<file path="config.mk">
export PLATFORM = sky130hd
export DESIGN_NAME = strap_latch_port_mirror
export DESIGN_NICKNAME = d
export VERILOG_FILES = /design/src/logic/strap_cfg_pkg.sv /design/src/logic/strap_latch_port_mirror.sv
export SDC_FILE = /design/constraint.sdc
export NUM_CORES = 1
export LEC_CHECK = 0
export BUFFER_PORTS_ARGS = -buffer_cell sky130_fd_sc_hd__buf_2
export CAP_MARGIN = 20
export CORE_MARGIN = 3
export CORE_UTILIZATION = 52
export CTS_CLUSTER_DIAMETER = 150
export DETAILED_ROUTE_END_ITERATION = 6
export GPL_TIMING_DRIVEN = 0
export PLACE_DENSITY = 0.84
export REMOVE_ABC_BUFFERS = 1
export SKIP_LAST_GASP = 1
export SLEW_MARGIN = 30
export SYNTH_ARGS = -nofsm -noshare
export SYNTH_HDL_FRONTEND = slang
export SYNTH_SLANG_ARGS = --single-unit
</file>
<file path="constraint.sdc">
create_clock -name CLOCK_I -period 3.5 [get_ports CLOCK_I]
set_clock_uncertainty 0.05 [all_clocks]
set_input_delay 0 -clock CLOCK_I [delete_from_list [all_inputs] [get_ports CLOCK_I]]
set_output_delay 0 -clock CLOCK_I [all_outputs]
set_load 0.02 [all_outputs]
</file>
<file path="src/logic/strap_cfg_pkg.sv">
// package: strap codes, configuration record, register map, port map types
// assumes one 50 MHz clock; strap levels arrive already resolved to 2-bit codes
package strap_cfg_pkg;
   // strap mode code: 2'h0 = mode 1 ... 2'h3 = mode 4
   typedef logic [1:0] strap_mode_t;

   typedef struct packed {
      strap_mode_t addr_low;    // addr_low_strap_pin
      strap_mode_t addr_high;   // addr_high_strap_pin
      strap_mode_t rx_ctrl;     // autoneg-disable strap
      strap_mode_t gp0;         // rx skew bit 0 strap
      strap_mode_t gp1;         // rx skew bits 2:1 strap
      strap_mode_t tx_skew;     // tx_skew_strap_pin
      strap_mode_t mirror_if;   // mirror_iface_strap_pin
   } strap_pins_t;

   typedef struct packed {
      logic [3:0] mgmt_addr;
      logic       aneg_dis;
      logic [2:0] rx_skew;
      logic [1:0] tx_skew;
      logic       mirror_en;
      logic       serial_if_en;
   } strap_cfg_t;

   localparam int CFG_W = $bits(strap_cfg_t);

   // one pair's 2-bit index plus polarity flag
   typedef struct packed {
      logic [1:0] phys;
      logic       inv;
   } pair_map_t;

   typedef enum logic [1:0] {
      SPEED_10   = 2'b00,
      SPEED_100  = 2'b01,
      SPEED_1000 = 2'b10
   } speed_t;

   // register map, 16-bit data
   localparam logic [7:0] REG_STRAP_CFG   = 8'h30;  // addr/aneg/skew
   localparam logic [7:0] CONFIG_REG_FOUR = 8'h31;  // mirror/serial if
   localparam logic [7:0] REG_LATCHED     = 8'h32;  // captured codes, read only

   // config_reg_four field positions
   localparam int CONFIG_REG_FOUR_MIRROR_BIT = 0;
   localparam int CONFIG_REG_FOUR_SERIAL_BIT = 1;
   localparam int CONFIG_REG_FOUR_STRAP_CHK  = 7;   // mode-1/2 receive-control strap check enable
   localparam logic [15:0] CONFIG_REG_FOUR_RESET = 16'h0080;

   // strap_cfg register field positions
   localparam int SC_ADDR_LSB = 0;    // [3:0]
   localparam int SC_ANEG_BIT = 4;
   localparam int SC_RXSK_LSB = 5;    // [7:5]
   localparam int SC_TXSK_LSB = 8;    // [9:8]

   localparam strap_mode_t STRAP_DEFAULT = 2'h0;   // mode 1
endpackage : strap_cfg_pkg

</file>
<file path="src/logic/strap_latch_port_mirror.sv">
// strap capture, software-reset reload, register override and mdi mirror map
// assumes strap codes stable while RST_N_I is low; register port one-cycle strobes
//
// The plain strobed port and the register offsets are this design's own decisions.
`timescale 1ns/100ps
`default_nettype none
module strap_latch_port_mirror
   import strap_cfg_pkg::*;
(
   // clock and resets
   input  wire logic                      CLOCK_I,
   input  wire logic                      RST_N_I,
   input  wire logic                      SW_RESET_I,
   // strap pins, resolved codes
   input  wire strap_cfg_pkg::strap_pins_t STRAPS_I,
   // register port
   input  wire logic [7:0]                REG_ADDR_I,
   input  wire logic [15:0]               REG_WDATA_I,
   input  wire logic                      REG_WR_I,
   input  wire logic                      REG_RD_I,
   output logic [15:0]                    REG_RDATA_O,
   // datapath context
   input  wire strap_cfg_pkg::speed_t     SPEED_I,
   input  wire logic                      MDIX_I,
   // configuration outputs
   output strap_cfg_pkg::strap_cfg_t      CFG_O,
   output logic                           STRAP_INVALID_O,
   output strap_cfg_pkg::pair_map_t [3:0] PAIR_MAP_O
);
   import strap_cfg_pkg::*;

   strap_pins_t latched;
   logic        in_reset;
   strap_cfg_t  cfg;
   strap_cfg_t  next_cfg;
   logic [15:0] config_reg_four;
   logic        mirror_on;

   // strap codes to configuration record
   function automatic strap_cfg_t decode(input strap_pins_t s);
      strap_cfg_t c;
      c = '0;
      c.mgmt_addr    = {s.addr_high, s.addr_low};
      c.aneg_dis     = (s.rx_ctrl == 2'h3);
      c.rx_skew      = {s.gp1, s.gp0[1]};
      c.tx_skew      = s.tx_skew;
      c.mirror_en    = s.mirror_if[1];
      c.serial_if_en = s.mirror_if[0];
      return c;
   endfunction : decode

   // shared write-address decode for the override and register four paths
   function automatic logic wr_hit(input logic       we,
                                   input logic [7:0] a,
                                   input logic [7:0] target);
      return we && (a == target);
   endfunction : wr_hit

   // capture at power-up/hard reset; a clocked sample while reset is held
   always_ff @(posedge CLOCK_I) begin
      if (!RST_N_I) begin
         latched <= STRAPS_I;
      end
   end

   always_ff @(posedge CLOCK_I) begin
      in_reset <= !RST_N_I;
   end

   always_comb begin
      next_cfg = cfg;
      if (wr_hit(REG_WR_I, REG_ADDR_I, REG_STRAP_CFG)) begin
         next_cfg.mgmt_addr = REG_WDATA_I[SC_ADDR_LSB +: 4];
         next_cfg.aneg_dis  = REG_WDATA_I[SC_ANEG_BIT];
         next_cfg.rx_skew   = REG_WDATA_I[SC_RXSK_LSB +: 3];
         next_cfg.tx_skew   = REG_WDATA_I[SC_TXSK_LSB +: 2];
      end
      if (wr_hit(REG_WR_I, REG_ADDR_I, CONFIG_REG_FOUR)) begin
         next_cfg.mirror_en    = REG_WDATA_I[CONFIG_REG_FOUR_MIRROR_BIT];
         next_cfg.serial_if_en = REG_WDATA_I[CONFIG_REG_FOUR_SERIAL_BIT];
      end
   end

   // live configuration: reset clears, released reset/soft reset reload latch
   always_ff @(posedge CLOCK_I) begin
      if (!RST_N_I) begin
         cfg <= '0;
      end else if (in_reset || SW_RESET_I) begin
         cfg <= decode(latched);
      end else begin
         cfg <= next_cfg;
      end
   end

   // bit 7 kept as written; soft reset restores it too
   always_ff @(posedge CLOCK_I) begin
      if (!RST_N_I || SW_RESET_I) begin
         config_reg_four <= CONFIG_REG_FOUR_RESET;
      end else if (wr_hit(REG_WR_I, REG_ADDR_I, CONFIG_REG_FOUR)) begin
         config_reg_four <= REG_WDATA_I;
      end
   end

   always_ff @(posedge CLOCK_I) begin
      if (!RST_N_I) begin
         REG_RDATA_O <= 16'h0000;
      end else if (REG_RD_I) begin
         case (REG_ADDR_I)
            REG_STRAP_CFG: REG_RDATA_O <= {6'h00, cfg.tx_skew, cfg.rx_skew,
                                           cfg.aneg_dis, cfg.mgmt_addr};
            CONFIG_REG_FOUR: REG_RDATA_O <= {config_reg_four[15:2], cfg.serial_if_en,
                                             cfg.mirror_en};
            REG_LATCHED: REG_RDATA_O <= {2'h0, latched};
            default: REG_RDATA_O <= 16'h0000;
         endcase
      end else begin
         REG_RDATA_O <= 16'h0000;
      end
   end

   assign CFG_O = cfg;
   // modes 1/2 on receive-control strap undefined while the check is on
   assign STRAP_INVALID_O = config_reg_four[CONFIG_REG_FOUR_STRAP_CHK] && !latched.rx_ctrl[1];

   assign mirror_on = cfg.mirror_en;

   // logical pair index 0..3 = A..D
   always_comb begin
      for (int p = 0; p < 4; p++) begin
         PAIR_MAP_O[p].phys = 2'(p);
         PAIR_MAP_O[p].inv  = 1'b0;
      end
      if (mirror_on) begin
         if (SPEED_I == SPEED_1000) begin
            for (int p = 0; p < 4; p++) begin
               PAIR_MAP_O[p].phys = 2'(3 - p);
               PAIR_MAP_O[p].inv  = 1'b1;
            end
         end else begin
            // only A and B carry signal below gigabit, mdi or mdix alike
            PAIR_MAP_O[0].phys = 2'h3;
            PAIR_MAP_O[1].phys = 2'h2;
            PAIR_MAP_O[0].inv  = 1'b1;
            PAIR_MAP_O[1].inv  = 1'b1;
         end
      end
   end
endmodule : strap_latch_port_mirror
`default_nettype wire

</file>
==> qor.json <==
{
  "global_routing": {
    "wire_length_of_the_first_global_routing_pass_um": 9850,
    "grtUsageMet2_pct": 42.7,
    "gr-usage-all-layers_pct": 24.8,
    "grt_antenna_before_repair": 0,
    "global_route.peak_usage_layer": "met2",
    "grtUsageMet3_pct": 7.99,
    "grt_max_degree": 19,
    "grt.met1_usage_pct": 28.8,
    "via_count_of_the_first_global_routing_pass": 2057,
    "overflow": 0
  },
  "timing": {
    "slew_headroom_pct": 45.8,
    "maxClockFrequency_mhz": 520,
    "finalWorstPathRequiredPeriod_ns": 1.92,
    "final_hold_vios": 0,
    "timing.final.crit_share_pct": 54.9,
    "rsz0062_at_grt": "false",
    "tightest_slew_ns": 0.810,
    "finalMaxSlewViolations": 0,
    "timing.final.setup_violations": 0,
    "finalSetupTns_ns": 0
  },
  "floorplanning": {
    "dieHeight_um": 73.2,
    "initial_utilization_pct": 56.3,
    "horizontal_die_dimension_um": 73.2,
    "placeableCoreArea_um2": 4170,
    "design.die.area_um2": 5360,
    "ioPinCount": 87,
    "fp-row-count": 23
  },
  "outcome": {
    "run_status": "finished, final reports clean"
  },
  "place": {
    "routabilityCongestion": 0.829,
    "place.port_buffers": 85,
    "dpl.hpwl_um": 3900
  },
  "layout": {
    "antenna_cells": 0,
    "drive_above_1_share_pct": 33.6,
    "fillers": 299,
    "finalCoreUtilization_pct": 76.6,
    "finalNetCount": 365,
    "layout-area-overhead-vs-synth_pct": 35.9
  },
  "setup_path": {
    "arrival_ns": 2.10,
    "critical_path_depth": 5,
    "buf_inv_on_cp": 2,
    "setup.worst_path.start_class": "primary input",
    "crit_required_ns": 3.68,
    "reg2regPathDepth": 3,
    "crit_slowest_cell": "nor2_2",
    "crit-reg2reg-launch": "in_reset",
    "timing_worst_setup_path_type": "primary input to flop",
    "end_kind": "flop",
    "crit_fanout": 15,
    "startpoint": "SW_RESET_I",
    "critPathTopFamily": "simple AND/OR/NAND/NOR gates",
    "cp_slowest_stage_delay_ns": 0.57,
    "ordered_cell_list_for_the_critical_path": "dlygate4sd3_1 -> buf_2 -> nor2_2 -> nand4_2 -> o221a_1"
  },
  "yosys": {
    "synth_cell_type_count": 32,
    "synth_edf_count": 14,
    "synth.top_cells.by_area": "dfxtp_1 (37%), edfxtp_1 (18%), mux2i_1 (9.8%)",
    "synth.yosys.seq_area_share_pct": 54.5,
    "yosys_register_bits": 57,
    "synth_top_flop_cell": "dfxtp_1",
    "yosysTopAreaCell": "dfxtp_1",
    "synth_top_area_share_pct": 36.6,
    "netlist_area_um2": 2350,
    "post_synth_most_frequent_cells": "dfxtp_1 (43), nand2_1 (26), mux2i_1 (23)",
    "syn_inst": 213,
    "syn_avg_cell_area_um2": 11.0,
    "yosysMostFrequentCell": "dfxtp_1",
    "async_flop_share_pct": 0,
    "synth.yosys.warnings": 0
  },
  "clocking": {
    "tritoncts_num_sinks": 57,
    "clock_insertion_delay_worst_skew_ns": 0.34,
    "path_clk_slew_ns": 0.06,
    "clk_root_buffer_cell": "clkbuf_8",
    "cts_tree": "built",
    "numCtsBuffers": 9,
    "cts_htree_levels": 3,
    "post-cts-setup-buffer-count": 0,
    "clockBufferDepth": 2
  },
  "flow_run": {
    "cap_violations": 0
  },
  "route": {
    "drt-wirelength-per-cell_um": 16.4,
    "wl_um": 6120,
    "routed_via_density": 5.45,
    "via_count": 2038,
    "detail_route.first_pass.iterations": 4,
    "antenna_violating_nets_post_route": 0,
    "drt-initial-drc-count": 111,
    "drt_drc_violations_left": 0
  },
  "hold_path": {
    "timing.hold.worst_path_depth": 4,
    "min-delay-start": "REG_ADDR_I[6]",
    "hold_path_class": "primary input to flop"
  },
  "pwr": {
    "p_leak_uw": 0.00146,
    "powerDensity_nw_per_um2": 441,
    "ir_worst_vdd_mv": 0.350
  }
}
path summary, 6_finish.rpt:
path              slack [ns]               to
setup reg to reg        1.59         CFG_O[3]
setup / recovery        1.58         CFG_O[3]
hold reg to reg         0.39  REG_RDATA_O[14]
hold / removal          0.03         CFG_O[0]
cell families (layout without fill, tap and decap cells):
logic type | after synthesis | count (layout) | share of synthesized area, %
multiplexers | 23 | 23 | 9.80
flip-flops | 57 | 57 | 54.5
AND/OR/NAND/NOR | 63 | 63 | 13.4
buffers and inverters | 27 | 138 | 6.23
AO/OA/AOI/OAI | 43 | 43 | 16.0
cell usage in the layout (no fill, tap or decap), types with 2 or more instances in the layout:
cell | Yosys | routed
a22oi_1 | 4 | 4
a2bb2oi_1 | 11 | 11
a31oi_1 | 3 | 3
buf_2 | 5 | 85
clkbuf_1 | 5 | 3
clkbuf_8 | 0 | 9
clkinv_2 | 0 | 4
dfxtp_1 | 43 | 43
dlygate4sd3_1 | 0 | 31
edfxtp_1 | 14 | 14
inv_1 | 5 | 5
mux2i_1 | 23 | 23
nand2_1 | 26 | 26
nand4_1 | 3 | 3
nor2_1 | 18 | 17
nor2b_1 | 4 | 2
nor2b_2 | 0 | 2
nor3_1 | 2 | 2
o21a_1 | 9 | 9
o21ai_0 | 3 | 3
o221a_1 | 10 | 10
o31ai_1 | 2 | 2
where the power goes:
group	switching, uW	internal [uW]
sequential	19.4	702
clock	248	252
combinational	96.3	92.6
area by class of cell:
cell class | instances | area (um2) | share of cell area, %
Timing Repair Buffer | 117 | 747 | 23.4
Clock inverter | 4 | 20.0 | 0.627
Sequential cell | 57 | 1280 | 40.1
Clock buffer | 12 | 135 | 4.23
Multi-Input combinational cell | 129 | 930 | 29.1
Inverter | 5 | 18.8 | 0.588
Tap cell | 50 | 62.6 | 1.96
metrics by stage:
stage / area [um2] / total power (uW) / setup WS [ns] / std cells / hold WS, ns
floorplan: 2220 / 819 / 0.962 / 191 / 0.0489
global placement: 2710 / 888 / 1.05 / 326 / 0.126
detailed placement: 2730 / 894 / 1.48 / 327 / 0.128
CTS: 3190 / 1400 / 1.62 / 374 / 0.00701
global route: 3190 / 1460 / 1.52 / 374 / 0.0279
finish: 3190 / 1410 / 1.58 / 374 / 0.0326
flip-flops by register name (all words and copies together), names as in the netlist:
signal / cells
CFG_O: 11
REG_RDATA_O: 16
config_reg_four: 14
in_reset: 1
latched: 14
mirror_on: 1
tightest hold or removal path: stages:
cell and delay (ns):
buf_2 0.11, nor3b_2 0.08, nand4_1 0.10, a31oi_1 0.08
per-layer routing:
metal	routed length (um)	vias to the layer above
met5	0	-
met4	93	0
met3	383	13
met2	3230	78
met1	2410	968
li1	-	979
what timing repair did:
item                                    in CTS  in global routing
resized for setup                            0                  0
endpoints found under the setup margin       0                  0
hold endpoints to repair                    40                  0
hold buffers                                31                  0
Note: power is estimated with default switching activity, not from simulation.
